==> src/inc/bco_pkg.sv <==
// Shared types and constants for the barrier ordering unit
package bco_pkg;

  localparam int ADDR_W = 32;
  localparam int ID_W   = 4;
  localparam int DATA_W = 32;
  localparam int CNT_W  = 8;
  localparam int REG_AW = 8;

  // Address-channel field positions and encodings
  localparam int       BAR_BIT       = 0;
  localparam int       BAR_SYNC_BIT  = 1;
  localparam int       CACHE_MOD_BIT = 1;
  localparam logic [1:0] DOM_SYSTEM  = 2'h3;
  localparam int       REGION_BITS   = 12;

  // Barrier response: single beat, no data
  localparam logic [3:0]        BAR_RRESP = 4'h0;
  localparam logic [1:0]        BAR_BRESP = 2'h0;
  localparam logic [DATA_W-1:0] BAR_RDATA = 32'h0000_0000;

  // Register map
  localparam logic [REG_AW-1:0] REG_CTRL   = 8'h00;
  localparam logic [REG_AW-1:0] REG_STATUS = 8'h04;
  localparam logic [REG_AW-1:0] REG_BARCNT = 8'h08;
  localparam logic [REG_AW-1:0] REG_CROSS  = 8'h0c;
  localparam logic [REG_AW-1:0] REG_MODCNT = 8'h10;
  localparam int   CTRL_DRAIN_MEM_BIT = 0;
  localparam logic CTRL_DRAIN_MEM_RST = 1'b0;
  localparam int   STATUS_WR_LSB      = 8;
  localparam int   STATUS_BUSY_BIT    = 16;
  localparam logic [DATA_W-1:0] REG_UNMAPPED = 32'h0000_0000;

  typedef struct packed {
    logic [ID_W-1:0]   id;
    logic [ADDR_W-1:0] addr;
    logic [7:0]        len;
    logic [2:0]        size;
    logic [1:0]        burst;
    logic [3:0]        cache;
    logic [3:0]        snoop;
    logic [1:0]        domain;
    logic [1:0]        bar;
  } bco_ar_t;

  typedef struct packed {
    logic [ID_W-1:0]   id;
    logic [ADDR_W-1:0] addr;
    logic [7:0]        len;
    logic [2:0]        size;
    logic [1:0]        burst;
    logic [3:0]        cache;
    logic [2:0]        snoop;
    logic [1:0]        domain;
    logic [1:0]        bar;
    logic              keep_unique;
  } bco_aw_t;

  typedef struct packed {
    logic [DATA_W-1:0]   data;
    logic [DATA_W/8-1:0] strb;
    logic                last;
  } bco_w_t;

  typedef struct packed {
    logic [ID_W-1:0]   id;
    logic [DATA_W-1:0] data;
    logic [3:0]        resp;
    logic              last;
  } bco_r_t;

  typedef struct packed {
    logic [ID_W-1:0] id;
    logic [1:0]      resp;
  } bco_b_t;

  typedef enum logic [1:0] {
    ST_IDLE,
    ST_PAIR,
    ST_DRAIN,
    ST_RESP
  } bco_st_t;

  typedef struct packed {
    bco_st_t           st;
    logic              drain_mem;
    logic [ID_W-1:0]   bar_id;
    logic              bar_sync;
    logic [1:0]        bar_dom;
    logic              got_ar;
    logic              got_aw;
    logic              r_pend;
    logic              b_pend;
    logic              r_show;
    logic              b_show;
    logic              r_mid;
    logic [15:0]       bar_cnt;
    logic [15:0]       cross_cnt;
    logic [15:0]       mod_cnt;
    logic [DATA_W-1:0] rdata;
  } bco_state_t;

endpackage

==> src/logic/bco_cnt.sv <==
// Outstanding transaction counter
`timescale 1ns/100ps
module bco_cnt (
  input  wire logic                     clk,
  input  wire logic                     nrst,
  input  wire logic                     inc,
  input  wire logic                     dec,
  output logic [bco_pkg::CNT_W-1:0]     count,
  output logic                          zero
);

  logic [bco_pkg::CNT_W-1:0] cnt_r;
  logic [bco_pkg::CNT_W-1:0] cnt_nxt;

  // Simultaneous inc and dec cancel out
  always_comb begin
    cnt_nxt = cnt_r;
    if (inc && !dec) begin
      cnt_nxt = cnt_r + 1'b1;
    end else if (dec && !inc) begin
      cnt_nxt = cnt_r - 1'b1;
    end
  end

  always_ff @(posedge clk or negedge nrst) begin
    if (!nrst) begin
      cnt_r <= '0;
    end else begin
      cnt_r <= cnt_nxt;
    end
  end

  assign count = cnt_r;
  assign zero  = (cnt_r == '0);

endmodule

==> src/logic/bco_barrier_unit.sv <==
// Barrier ordering and coherency field pass-through for one master port
//
// Functional notes
// - Barriers have address phase and response only, never data beats.
// - After memory barrier, later observers also see all earlier transactions.
// - Sync barrier answered only once earlier transactions are observable.
// - System-domain sync barrier waits until earlier transactions reach slaves.
// - Mismatched attributes must never deadlock; transactions keep progressing.
// - Corruption from mismatched attributes stays within its 4KB region.
// - Modifiable accesses to peripherals still get protocol-compliant responses.
// - Interconnect drives the two extra read response bits.
// - Write data and write response channels carry no added signals.
// - During reset acknowledges and snoop valids are held low.
//
// The placing of the registers and strobed register access are this design's own decisions.
`timescale 1ns/100ps
module bco_barrier_unit (
  input  wire logic                          clk,
  input  wire logic                          nrst,
  // Master side
  input  wire logic                          m_ar_valid,
  output logic                               m_ar_ready,
  input  wire bco_pkg::bco_ar_t              m_ar,
  input  wire logic                          m_aw_valid,
  output logic                               m_aw_ready,
  input  wire bco_pkg::bco_aw_t              m_aw,
  input  wire logic                          m_w_valid,
  output logic                               m_w_ready,
  input  wire bco_pkg::bco_w_t               m_w,
  output logic                               m_r_valid,
  input  wire logic                          m_r_ready,
  output bco_pkg::bco_r_t                    m_r,
  output logic                               m_b_valid,
  input  wire logic                          m_b_ready,
  output bco_pkg::bco_b_t                    m_b,
  output logic                               ac_valid,
  // Downstream side
  output logic                               s_ar_valid,
  input  wire logic                          s_ar_ready,
  output bco_pkg::bco_ar_t                   s_ar,
  output logic                               s_aw_valid,
  input  wire logic                          s_aw_ready,
  output bco_pkg::bco_aw_t                   s_aw,
  output logic                               s_w_valid,
  input  wire logic                          s_w_ready,
  output bco_pkg::bco_w_t                    s_w,
  input  wire logic                          s_r_valid,
  output logic                               s_r_ready,
  input  wire bco_pkg::bco_r_t               s_r,
  input  wire logic                          s_b_valid,
  output logic                               s_b_ready,
  input  wire bco_pkg::bco_b_t               s_b,
  // Register port
  input  wire logic [bco_pkg::REG_AW-1:0]    reg_addr,
  input  wire logic [bco_pkg::DATA_W-1:0]    reg_wdata,
  input  wire logic                          reg_wr,
  input  wire logic                          reg_rd,
  output logic [bco_pkg::DATA_W-1:0]         reg_rdata
);

  bco_pkg::bco_state_t st_r;
  bco_pkg::bco_state_t st_nxt;

  logic                      idle;
  logic                      half_ok;
  logic                      ar_bar;
  logic                      aw_bar;
  logic                      ar_bar_take;
  logic                      aw_bar_take;
  logic                      ar_fwd;
  logic                      aw_fwd;
  logic                      r_done;
  logic                      b_done;
  logic                      bar_r_go;
  logic                      bar_b_go;
  logic                      drain_ok;
  logic [bco_pkg::CNT_W-1:0] rd_cnt;
  logic [bco_pkg::CNT_W-1:0] wr_cnt;
  logic                      rd_zero;
  logic                      wr_zero;
  bco_pkg::bco_r_t           bar_r;
  bco_pkg::bco_b_t           bar_b;

  // True when a burst leaves its 4KB region
  function automatic logic crosses_4k(input logic [bco_pkg::ADDR_W-1:0] addr,
                                      input logic [7:0] len,
                                      input logic [2:0] size);
    logic [16:0] last_byte;
    last_byte = {5'h00, addr[bco_pkg::REGION_BITS-1:0]}
              + 17'(({9'h000, len} + 17'h0_0001) << size) - 17'h0_0001;
    return last_byte[16:bco_pkg::REGION_BITS] != '0;
  endfunction

  assign idle    = (st_r.st == bco_pkg::ST_IDLE);
  assign half_ok = idle || (st_r.st == bco_pkg::ST_PAIR);
  assign ar_bar  = m_ar.bar[bco_pkg::BAR_BIT];
  assign aw_bar  = m_aw.bar[bco_pkg::BAR_BIT];

  // Barriers end here and never reach the address channels downstream
  assign s_ar_valid = m_ar_valid && !ar_bar && idle;
  assign s_aw_valid = m_aw_valid && !aw_bar && idle;
  // Coherency fields pass unchanged
  // Address never rewritten; bursts that cross a 4KB region go out as they are and are only counted, a read and a write crossing in one cycle as one
  assign s_ar = m_ar;
  assign s_aw = m_aw;

  // Ordinary traffic stalls while a barrier is open
  assign m_ar_ready = ar_bar ? (half_ok && !st_r.got_ar) : (s_ar_ready && idle);
  assign m_aw_ready = aw_bar ? (half_ok && !st_r.got_aw) : (s_aw_ready && idle);

  assign ar_bar_take = m_ar_valid && ar_bar && half_ok && !st_r.got_ar;
  assign aw_bar_take = m_aw_valid && aw_bar && half_ok && !st_r.got_aw;
  assign ar_fwd      = s_ar_valid && s_ar_ready;
  assign aw_fwd      = s_aw_valid && s_aw_ready;

  // Stray barrier write beats are not filtered; they reach the endpoint
  // Write data and write response carry no added fields
  assign s_w_valid = m_w_valid;
  assign m_w_ready = s_w_ready;
  assign s_w       = m_w;

  // Barrier read answer is one response beat with no payload
  assign bar_r.id   = st_r.bar_id;
  assign bar_r.data = bco_pkg::BAR_RDATA;
  assign bar_r.resp = bco_pkg::BAR_RRESP;
  assign bar_r.last = 1'b1;
  assign bar_b.id   = st_r.bar_id;
  assign bar_b.resp = bco_pkg::BAR_BRESP;

  // Waiting for a gap trades barrier latency for intact bursts
  // Slot in only between bursts; once shown, hold until taken
  assign bar_r_go = st_r.r_pend && !st_r.r_mid && (st_r.r_show || !s_r_valid);
  assign bar_b_go = st_r.b_pend && (st_r.b_show || !s_b_valid);

  // Full four-bit read response passes through
  assign m_r_valid = bar_r_go || s_r_valid;
  assign m_r       = bar_r_go ? bar_r : s_r;
  assign s_r_ready = m_r_ready && !bar_r_go;
  assign m_b_valid = bar_b_go || s_b_valid;
  assign m_b       = bar_b_go ? bar_b : s_b;
  assign s_b_ready = m_b_ready && !bar_b_go;

  assign r_done = s_r_valid && s_r_ready && s_r.last;
  assign b_done = s_b_valid && s_b_ready;

  // No snoops issued here; held low from reset on
  assign ac_valid = 1'b0;

  // Trackers wrap past 255 outstanding; deeper masters are not guarded
  bco_cnt u_rd_cnt (
    .clk   (clk),
    .nrst  (nrst),
    .inc   (ar_fwd),
    .dec   (r_done),
    .count (rd_cnt),
    .zero  (rd_zero)
  );

  bco_cnt u_wr_cnt (
    .clk   (clk),
    .nrst  (nrst),
    .inc   (aw_fwd),
    .dec   (b_done),
    .count (wr_cnt),
    .zero  (wr_zero)
  );

  // Sync barriers wait for every earlier response from the endpoint
  // Memory barriers rely on the stall unless software asks for a full drain
  assign drain_ok = (st_r.bar_sync || st_r.drain_mem) ? (rd_zero && wr_zero) : 1'b1;

  always_comb begin
    st_nxt = st_r;
    st_nxt.rdata = '0;
    // Burst tracking keeps barrier beats out of a running read burst
    if (s_r_valid && s_r_ready) begin
      st_nxt.r_mid = !s_r.last;
    end
    st_nxt.r_show = bar_r_go && !m_r_ready;
    st_nxt.b_show = bar_b_go && !m_b_ready;
    if (ar_fwd && crosses_4k(m_ar.addr, m_ar.len, m_ar.size)) begin
      st_nxt.cross_cnt = st_r.cross_cnt + 16'h0001;
    end else if (aw_fwd && crosses_4k(m_aw.addr, m_aw.len, m_aw.size)) begin
      st_nxt.cross_cnt = st_r.cross_cnt + 16'h0001;
    end
    // Modifiable accesses are forwarded and answered as usual
    if ((ar_fwd && m_ar.cache[bco_pkg::CACHE_MOD_BIT])
        || (aw_fwd && m_aw.cache[bco_pkg::CACHE_MOD_BIT])) begin
      st_nxt.mod_cnt = st_r.mod_cnt + 16'h0001;
    end

    case (st_r.st)
      bco_pkg::ST_IDLE,
      bco_pkg::ST_PAIR: begin
        // Second half is not compared, so a mismatch goes unnoticed
        // First half, or the read half if both arrive together, fixes id, domain and type for the pair
        if (ar_bar_take && !st_r.got_aw) begin
          st_nxt.bar_id   = m_ar.id;
          st_nxt.bar_dom  = m_ar.domain;
          st_nxt.bar_sync = m_ar.bar[bco_pkg::BAR_SYNC_BIT];
        end else if (aw_bar_take && !st_r.got_ar) begin
          st_nxt.bar_id   = m_aw.id;
          st_nxt.bar_dom  = m_aw.domain;
          st_nxt.bar_sync = m_aw.bar[bco_pkg::BAR_SYNC_BIT];
        end
        if (ar_bar_take) begin
          st_nxt.got_ar = 1'b1;
        end
        if (aw_bar_take) begin
          st_nxt.got_aw = 1'b1;
        end
        // Both channels must deliver their half before draining
        if ((st_r.got_ar || ar_bar_take) && (st_r.got_aw || aw_bar_take)) begin
          st_nxt.st = bco_pkg::ST_DRAIN;
        end else if (ar_bar_take || aw_bar_take) begin
          st_nxt.st = bco_pkg::ST_PAIR;
        end
      end
      bco_pkg::ST_DRAIN: begin
        if (drain_ok) begin
          st_nxt.st     = bco_pkg::ST_RESP;
          st_nxt.r_pend = 1'b1;
          st_nxt.b_pend = 1'b1;
        end
      end
      bco_pkg::ST_RESP: begin
        // Master releases ordered traffic after both answers
        if (bar_r_go && m_r_ready) begin
          st_nxt.r_pend = 1'b0;
        end
        if (bar_b_go && m_b_ready) begin
          st_nxt.b_pend = 1'b0;
        end
        if (!st_nxt.r_pend && !st_nxt.b_pend) begin
          st_nxt.st      = bco_pkg::ST_IDLE;
          st_nxt.got_ar  = 1'b0;
          st_nxt.got_aw  = 1'b0;
          st_nxt.bar_cnt = st_r.bar_cnt + 16'h0001;
        end
      end
      default: begin
        st_nxt.st = bco_pkg::ST_IDLE;
      end
    endcase

    if (reg_wr && reg_addr == bco_pkg::REG_CTRL) begin
      st_nxt.drain_mem = reg_wdata[bco_pkg::CTRL_DRAIN_MEM_BIT];
    end
    // Counters clear on write; a same-cycle event still counts
    if (reg_wr && reg_addr == bco_pkg::REG_BARCNT) begin
      st_nxt.bar_cnt = st_nxt.bar_cnt - st_r.bar_cnt;
    end
    if (reg_wr && reg_addr == bco_pkg::REG_CROSS) begin
      st_nxt.cross_cnt = st_nxt.cross_cnt - st_r.cross_cnt;
    end
    if (reg_wr && reg_addr == bco_pkg::REG_MODCNT) begin
      st_nxt.mod_cnt = st_nxt.mod_cnt - st_r.mod_cnt;
    end

    if (reg_rd) begin
      case (reg_addr)
        bco_pkg::REG_CTRL: begin
          st_nxt.rdata[bco_pkg::CTRL_DRAIN_MEM_BIT] = st_r.drain_mem;
        end
        bco_pkg::REG_STATUS: begin
          st_nxt.rdata[bco_pkg::CNT_W-1:0] = rd_cnt;
          st_nxt.rdata[bco_pkg::STATUS_WR_LSB +: bco_pkg::CNT_W] = wr_cnt;
          st_nxt.rdata[bco_pkg::STATUS_BUSY_BIT] = !idle;
        end
        bco_pkg::REG_BARCNT: begin
          st_nxt.rdata[15:0] = st_r.bar_cnt;
        end
        bco_pkg::REG_CROSS: begin
          st_nxt.rdata[15:0] = st_r.cross_cnt;
        end
        bco_pkg::REG_MODCNT: begin
          st_nxt.rdata[15:0] = st_r.mod_cnt;
        end
        default: begin
          st_nxt.rdata = bco_pkg::REG_UNMAPPED;
        end
      endcase
    end
  end

  always_ff @(posedge clk or negedge nrst) begin
    if (!nrst) begin
      st_r           <= '0;
      st_r.drain_mem <= bco_pkg::CTRL_DRAIN_MEM_RST;
    end else begin
      st_r <= st_nxt;
    end
  end

  assign reg_rdata = st_r.rdata;

endmodule

==> config.mk <==
export PLATFORM = sky130hd
export DESIGN_NAME = bco_barrier_unit
export DESIGN_NICKNAME = d
export VERILOG_FILES = /design/src/inc/bco_pkg.sv /design/src/logic/bco_cnt.sv /design/src/logic/bco_barrier_unit.sv
export SDC_FILE = /design/constraint.sdc
export NUM_CORES = 1
export LEC_CHECK = 0
export ABC_AREA = 1
export BUFFER_PORTS_ARGS = -buffer_cell sky130_fd_sc_hd__buf_4
export CORE_AREA = 3 3 199 201
export DETAILED_ROUTE_END_ITERATION = 12
export DIE_AREA = 0 0 202 204
export PLACE_DENSITY = 0.61
export SKIP_CTS_REPAIR_TIMING = 1
export SLEW_MARGIN = 15
export SYNTH_ARGS = -nofsm -noshare
export SYNTH_HDL_FRONTEND = slang
export SYNTH_HIERARCHICAL = 1
export SYNTH_SLANG_ARGS = --single-unit
==> constraint.sdc <==
create_clock -name clk -period 3.7 [get_ports clk]
set_input_delay 0.74 -clock clk [delete_from_list [all_inputs] [get_ports clk]]
set_output_delay 0.74 -clock clk [all_outputs]
set_load 0.01 [all_outputs]
==> flow_summary.yaml, run 1 <==
status:
  run_status: "finished with violations"
  violations: "setup timing"
sta:
  whs_ns: 0.386
  hold_violations: 0
  skew_ns: 0.00561
  fin_crit_sh: 1.43
  fin_crit_ns: 5.30
  fmax_ghz: 0.189
  setup_viol: 16
  slew_violations: 0
  timing.final.ws_setup_ns: -1.60
  tightestPinTransition_ns: 0.660
  rsz0062_at_grt: "yes"
  relSlewSlack: 0.559
global_routing:
  antenna_found_initial: 0
  grt_pass1_vias: 13000
  grt_max_degree: 54
  grt_pass1_wl_um: 66900
  grt_usage: 0.199
  overflow: 0
min_path:
  worstHoldPathType: "input pin to asynchronous set/reset pin"
routing:
  drt-pass1-iter-count: 5
  drcViolationCount: 0
  post_drt_wl_per_cell_um: 15.5
  drt-initial-drc-count: 796
  viasPerCell: 4.80
  wl_um: 43900
  ant_nets: 0
  vias: 13600
synth:
  synth_seq_area_share: 0.188
  async_flop_share: 1.00
  synth.area.top_cells: "dfrtp_1 (19%), nand2_1 (13%), buf_4 (12%)"
  synth.cell_area_um2: 12800
  ys.flop_type: "dfrtp_1"
  ys_ff_latch: 96
  syn_inst: 2000
  synth.avg_cell_area_um2: 6.41
  yosysTopAreaCell: "dfrtp_1"
  ys_warn_count: 6
  synth-edff-count: 0
  synth_top_area_frac: 0.188
  synthDistinctLibCells: 53
critical_path:
  crit_path_end_kind: "flop"
  worst_ep_required_time_ns: 3.96
  cp.arrival_ns: 5.57
  worstSetupPathType: "input pin to flop"
  slowest_stage: "nor4_4"
  cp_max_fo: 6
  setup.worst_path.start_class: "input pin"
  cpPeakStageDelay_ns: 0.34
placement:
  hpwl_um: 36400
  portBuffers: 259
  place.gp.congestion: 0.945
clocking:
  clk-insertion-delay-late_ns: 0.36
  cts-htree-levels: 3
  clk_pin_slew_ns: 0.07
  cts_made_buffers: 9
  max-clock-path-buffers: 2
  cts_sinks: 96
  root_buffer: "clkbuf_16"
  cts_tree: "yes"
power:
  leakage_nw: 9.27
  ir_drop_v: 0.000354
  total_power_mw: 10.3
  power_density_nw_per_um2: 603
die:
  die_x_um: 202
  fp.dieArea_um2: 41200
  num_io_pins: 509
  rows: 71
  core_region_area_um2: 37800
  initial_core_util: 0.339
  die_height_um: 204
finish:
  area_delta_synth_final_pct: 33.6
  layout_commonest_cell: "buf_4"
  fin_nets: 2695
  final_cell_mix: "buf_4 (501), nand2_1 (422), inv_1 (325)"
  drive_gt1_frac: 0.314
  diodes: 0
job:
  max_cap_violations: 0
[critical path: cells and delay by family]
family	cells	cell delay (ns)
fa+ha+maj	4	0.96
xor+xnor	1	0.11
simple gates	21	2.42
buf+inv	5	0.34
mux	1	0.11
compound gates	7	0.88
[worst paths after layout]
check / slack [ns] / cells after the start / endpoint / startpoint
setup / recovery: -1.60 / 39 / st_r[63]$_DFF_PN0_ / m_aw[18]
hold / removal: 0.39 / 1 / reg_rdata[7]$_DFF_PN0_ / nrst
setup reg to reg: 0.04 / 23 / st_r[63]$_DFF_PN0_ / st_r[48]$_DFF_PN0_
hold reg to reg: 0.51 / 2 / st_r[80]$_DFFE_PN0P_ / st_r[80]$_DFFE_PN0P_
max in group asynchronous: 2.59 / 2 / st_r[51]$_DFF_PN0_ / nrst
min in group clk: 0.51 / 2 / st_r[80]$_DFFE_PN0P_ / st_r[80]$_DFFE_PN0P_
[cells by family (layout without fill, tap and decap cells)]
group,Yosys count,after routing,synth area share
buffers and inverters,574,880,0.228
multiplexers,5,5,0.00391
XOR/XNOR,71,71,0.0485
AO/OA/AOI/OAI,270,270,0.120
flip-flops,96,96,0.188
AND/OR/NAND/NOR,864,864,0.292
adder cells (fa/ha/maj),119,119,0.119
other,1,16,0.000293
[report_power, final]
group          switching, mW  leakage [nW]  total, mW  internal, mW
sequential             0.357          1.13       1.71          1.35
clock                  0.473         0.135      0.945         0.471
combinational           4.13          8.00       7.67          3.54
total                   4.96          9.27       10.3          5.37
[per-layer routing]
layer,GRT usage,part of all wire,wire (um),vias up
met5,0,0,0,-
met4,0.0775,0.039,1700,0
met3,0.0296,0.054,2400,82
met2,0.364,0.50,21900,427
met1,0.235,0.41,17900,6279
li1,-,-,-,6811
[area by class of cell]
| class | instances | area, um^2 |
|---|---|---|
| Fill cell | 3849 | 20600 |
| Multi-Input combinational cell | 1345 | 8460 |
| Timing Repair Buffer | 518 | 4030 |
| Sequential cell | 96 | 2400 |
| Inverter | 346 | 1310 |
| Tap cell | 511 | 639 |
| Clock buffer | 9 | 225 |
| Clock inverter | 7 | 61.3 |
[state kept, by name, indices dropped and copies added (netlist names)]
name            count
u_wr_cnt/count      8
bar_b               4
reg_rdata          17
st_r               59
u_rd_cnt/count      8
[stage by stage]
stage / setup WS (ns) / instance area (um^2) / utilization / TNS (ns) / instances
detailed placement: -2.11 / 16100 / 0.426 / -30.50 / 2792
finish: -1.60 / 17100 / 0.453 / -21.62 / 2832
CTS: -1.75 / 16400 / 0.433 / -22.57 / 2808
global route: -2.02 / 17100 / 0.453 / -26.86 / 2832
global placement: -2.04 / 16100 / 0.426 / -29.18 / 2792
floorplan: -1.41 / 13300 / - / -16.64 / 2015
[Yosys cell counts, types with 7 or more instances]
cell type	n
and2_1	14
nand2_1	451
a31oi_1	15
dfrtp_1	96
o21ai_0	100
ha_1	114
inv_1	340
or2_2	10
clkbuf_1	20
xnor2_1	11
o31ai_1	8
nand3_1	127
nor3_1	34
a21oi_1	96
o221ai_1	15
nor2_1	167
buf_4	199
nand3b_1	9
xor2_1	60
nand4_1	13
nor4_1	14
o22ai_1	7
Power figures use the tool's default switching activity.
==> run 2, diff against run 1 <==
- GPL_TIMING_DRIVEN: unset -> 0
- clock period: 3.7 -> 5.65 ns (I/O delays scaled with it)
==> run 2 against run 1 <==
The run still ends with setup timing left. Count of clock-buffer cells in the layout rose by 2. Sequential share of layout area decreased by 0.46 points. Utilization increased by 1.5 points. Worst setup slack better by 1.4 ns. Critical path depth increased by 1. Total power decreased by 41%. Via count increased by 1.5%. Clock power shrank 30%. Largest cell class unchanged.
==> flow_summary.yaml, run 2 (synthesis results as in run 1) <==
sta:
  fin_crit_sh: 1.04
  fmax_ghz: 0.171
  fin_crit_ns: 5.85
  relSlewSlack: 0.0660
  setup_viol: 6
  skew_ns: 0.0104
  slew_violations: 0
  whs_ns: 0.510
  tightestPinTransition_ns: 1.39
  hold_violations: 0
  rsz0062_at_grt: "yes"
  timing.final.ws_setup_ns: -0.203
clocking:
  cts_made_buffers: 9
  max-clock-path-buffers: 2
  clk-insertion-delay-late_ns: 0.35
  cts_tree: "yes"
  cts-htree-levels: 3
  clk_pin_slew_ns: 0.07
  root_buffer: "clkbuf_16"
  cts_sinks: 96
finish:
  final_cell_mix: "buf_4 (574), nand2_1 (428), inv_1 (329)"
  drive_gt1_frac: 0.319
  diodes: 0
  largest_reg_flops: 59
  largest-register: "st_r"
  fin_cells: 2934
  fin_nets: 2797
  seqCellArea_um2: 2400
  layout_commonest_cell: "buf_4"
  area_delta_synth_final_pct: 38.1
  n_fill_cell: 3813
  multi_input_area_um2: 8310
critical_path:
  cp_max_fo: 5
  crit_path_end_kind: "flop"
  worstSetupPathType: "input pin to flop"
  reg2reg_slack_ns: 1.43
  critPathTopFamily: "simple AND/OR/NAND/NOR gates"
  cpPeakStageDelay_ns: 0.40
  worst-path-buf-inv: 5
  setup.worst_path.start_class: "input pin"
  cp.arrival_ns: 6.15
  slowest_stage: "fa_2"
  critical_path_depth: 40
  path_common_cell: "nand2_1"
  reg2regPathDepth: 23
  worst_ep_required_time_ns: 5.94
routing:
  viasPerCell: 4.70
  drt-pass1-iter-count: 7
  wl_um: 43300
  ant_nets: 0
  post_drt_wl_per_cell_um: 14.8
  vias: 13800
  drcViolationCount: 0
  drt-initial-drc-count: 722
die:
  die_height_um: 204
  core_region_area_um2: 37800
  rows: 71
  die_x_um: 202
  num_io_pins: 509
  fp.dieArea_um2: 41200
  initial_core_util: 0.339
global_routing:
  antenna_found_initial: 0
  grt_pass1_vias: 13100
  grt_pass1_wl_um: 65700
  overflow: 0
  grt_max_degree: 97
  grt_usage: 0.194
min_path:
  worstHoldPathType: "flop to flop"
  whs_path_depth: 2
status:
  violations: "setup timing"
  run_status: "finished with violations"
power:
  ir_drop_v: 0.000164
  leakage_nw: 9.72
  power_density_nw_per_um2: 344
job:
  max_cap_violations: 0
placement:
  pre_cts_slack_ns: -1.13
  place.gp.congestion: 0.902
  placed_cells: 2883
  hpwl_um: 35900
  portBuffers: 357
## run 2: final cells by class
cell class / count / share of cell area
plain buffers: 228 / 0.0937
clock buffers: 11 / 0.0143
clock inverters: 5 / 0.00346
inverters: 346 / 0.0737
multi-input cells: 1345 / 0.470
flip-flops and latches: 96 / 0.136
well taps: 511 / 0.0361
repair buffers: 392 / 0.173
## run 2: final timing paths
check / startpoint / end
hold / removal: st_r[84]$_DFFE_PN0P_ / st_r[84]$_DFFE_PN0P_
setup reg to reg: st_r[96]$_DFFE_PN0P_ / st_r[45]$_DFF_PN0_
max in group asynchronous: nrst / bar_b[3]$_DFFE_PN0P_
setup / recovery: m_aw[18] / st_r[62]$_DFF_PN0_
min in group asynchronous: nrst / u_rd_cnt/count[6]$_DFFE_PN0P_
hold reg to reg: st_r[84]$_DFFE_PN0P_ / st_r[84]$_DFFE_PN0P_
## run 2: power by group
group          switching [mW]  total, mW  internal (mW)
registers               0.219       1.10          0.884
clock network           0.285      0.657          0.372
logic                    2.50       4.33           1.83
total                    3.01       6.09           3.09
## run 2: through the flow
| stage | area (um^2) | setup TNS, ns | util | power [mW] |
|---|---|---|---|---|
| 3_5_place_dp | 16300 | -10.37 | 0.431 | 4.95 |
| 6_report | 17700 | -0.679 | 0.469 | 6.09 |
| 5_1_grt | 17700 | -4.36 | 0.469 | 6.71 |
| 3_3_place_gp | 16300 | -9.73 | 0.431 | 4.86 |
| 2_1_floorplan | 13000 | -0.00943 | - | 3.89 |
| 4_1_cts | 16600 | -5.43 | 0.440 | 5.63 |
## run 2: worst min-delay path, delay by kind of cell (launching register included)
kind	cells	cell delay [ns]
AO/OA/AOI/OAI	1	0.07
flip-flops	1	0.36
buffers and inverters	1	0.04
## run 2: metal layers
| metal | track usage | vias to the layer above | share of wire |
|---|---|---|---|
| met3 | 0.0237 | 49 | 0.054 |
| met4 | 0.0568 | 0 | 0.027 |
| met2 | 0.362 | 427 | 0.51 |
| met5 | 0 | - | 0 |
| li1 | - | 7011 | - |
| met1 | 0.232 | 6315 | 0.41 |
==> run 3, diff against run 2 <==
- CORE_AREA: 3 3 199 201 -> 3 3 197 199
- DIE_AREA: 0 0 202 204 -> 0 0 200 202
- PLACE_DENSITY: 0.61 -> 0.62
==> run 3 against run 2 <==
The run still ends with setup timing left. Worst setup slack better by 0.016 ns. Critical path type unchanged. Non-clock buffer count down 4. Clock skew down 0.0010 ns.
==> flow_summary.yaml, run 3 (synthesis results as in run 1) <==
critical_path:
  slowest_stage: "fa_2"
  cpPeakStageDelay_ns: 0.39
  crit_path_end_kind: "flop"
  setup.worst_path.start_class: "input pin"
  reg2reg_slack_ns: 1.41
  cp_max_fo: 4
  worst_ep_required_time_ns: 5.95
  path_common_cell: "nand2_1"
  rr_endpoint: "st_r[47]$_DFF_PN0_"
  r2r-start: "st_r[96]$_DFFE_PN0P_"
  worstSetupPathType: "input pin to flop"
  reg2regPathDepth: 23
  cp.arrival_ns: 6.14
global_routing:
  grt_max_degree: 97
  grt_pass1_vias: 12900
  overflow: 0
  grt_usage: 0.192
  grt_pass1_wl_um: 63400
  antenna_found_initial: 8
min_path:
  worstHoldPathType: "flop to flop"
  hp-start: "st_r[80]$_DFFE_PN0P_"
  whs_path_depth: 2
  holdPathEnd: "st_r[80]$_DFFE_PN0P_"
finish:
  largest-register: "st_r"
  drive_gt1_frac: 0.318
  layout_commonest_cell: "buf_4"
  largest_reg_flops: 59
  fin_nets: 2793
  fin_cells: 2937
  area_delta_synth_final_pct: 36.9
  n_fill_cell: 3728
  final_cell_mix: "buf_4 (574), nand2_1 (428), inv_1 (327)"
clocking:
  cts_tree: "yes"
  max-clock-path-buffers: 2
  cts_made_buffers: 9
  cts-htree-levels: 3
  cts_sinks: 96
  clk-insertion-delay-late_ns: 0.36
  clk_pin_slew_ns: 0.07
  root_buffer: "clkbuf_16"
power:
  power_density_nw_per_um2: 348
  pwr-share-seq: 0.181
  total_power_mw: 6.09
  power.internal_mw: 3.07
  ir_drop_v: 0.000209
  combPwrFrac: 0.721
  p_clk_frac: 0.098
  leakage_nw: 9.65
  power_switching_mw: 3.02
  p_sw_frac: 0.496
die:
  die_height_um: 202
  rows: 71
  die_x_um: 200
  fp.dieArea_um2: 40400
  initial_core_util: 0.343
  num_io_pins: 509
  core_region_area_um2: 37400
routing:
  viasPerCell: 4.71
  vias: 13800
  drt-initial-drc-count: 607
  drt-pass1-iter-count: 6
  drcViolationCount: 0
  post_drt_wl_per_cell_um: 14.3
  ant_nets: 0
  wl_um: 42100
sta:
  skew_ns: 0.00940
  timing.final.ws_setup_ns: -0.186
  relSlewSlack: 0.233
  fin_crit_ns: 5.84
  hold_violations: 0
  fmax_ghz: 0.171
  slew_violations: 0
  setup_tns_ns: -0.750
  setup_viol: 7
  fin_crit_sh: 1.03
  tightestPinTransition_ns: 1.14
  rsz0062_at_grt: "yes"
placement:
  hpwl_um: 34800
  place.gp.congestion: 0.898
  placed_cells: 2883
  portBuffers: 357
  pre_cts_slack_ns: -1.04
job:
  max_cap_violations: 0
status:
  run_status: "finished with violations"
  violations: "setup timing"
[run 3: cell types whose count changed in the layout (fill, tap and decap cells not counted), sizes merged]
cell / change
diode: +7
clkbuf: -3
bufinv: -1
clkinv: +1
inv: -1
[run 3: final cells by class]
class                           count  area (um^2)  share of cell area
Tap cell                          511          639              0.0365
Clock inverter                      4         27.5             0.00157
Clock buffer                       12          246              0.0141
Timing Repair Buffer              389         3000               0.171
Multi-Input combinational cell   1345         8260               0.471
Buffer                            227         1640              0.0936
Inverter                          346         1300              0.0744
Sequential cell                    96         2400               0.137
Antenna cell                        7         17.5            0.000999
[run 3: worst max-delay path: cells and delay by family]
kind,cells,cell delay (ns)
buffers and inverters,6,0.49
AND/OR/NAND/NOR,21,2.31
adder cells (fa/ha/maj),5,1.29
multiplexers,1,0.12
AO/OA/AOI/OAI,4,0.54
XOR/XNOR,2,0.28
[run 3: metal layers]
layer	up-vias	routed length, um	global-route usage
met5	-	13	0
met4	2	1210	0.0631
met3	62	2450	0.0248
met2	443	21100	0.349
met1	6306	17300	0.233
li1	7030	-	-
[run 3: how the worst max path moves through the flow]
stage	start	endpoint	slack [ns]
final	m_aw[18]	st_r[62]$_DFF_PN0_	-0.19
after global routing	m_ar[18]	st_r[62]$_DFF_PN0_	-0.56
after detailed placement	m_ar[17]	st_r[63]$_DFF_PN0_	-1.04
after floorplan	m_aw[17]	st_r[62]$_DFF_PN0_	-0.009
after global placement	m_aw[17]	st_r[62]$_DFF_PN0_	-0.97
after CTS	m_ar[17]	st_r[63]$_DFF_PN0_	-0.70
[run 3: metrics by stage]
| stage | utilization | instance area [um^2] | hold WS [ns] |
|---|---|---|---|
| after floorplan | - | 13000 | 0.454 |
| after global placement | 0.435 | 16300 | 0.473 |
| after detailed placement | 0.436 | 16300 | 0.492 |
| after CTS | 0.443 | 16600 | 0.510 |
| after global routing | 0.469 | 17500 | 0.524 |
| final | 0.469 | 17500 | 0.512 |
[run 3: power by group through the flow]
stage                     sequential, mW  combinational (mW)  clock (mW)
final                               1.10                4.39       0.598
after global routing                1.14                4.96       0.636
after CTS                           1.09                3.84       0.613
after detailed placement            1.11                3.82           0
after global placement              1.10                3.73           0
after floorplan                     1.04                2.85           0
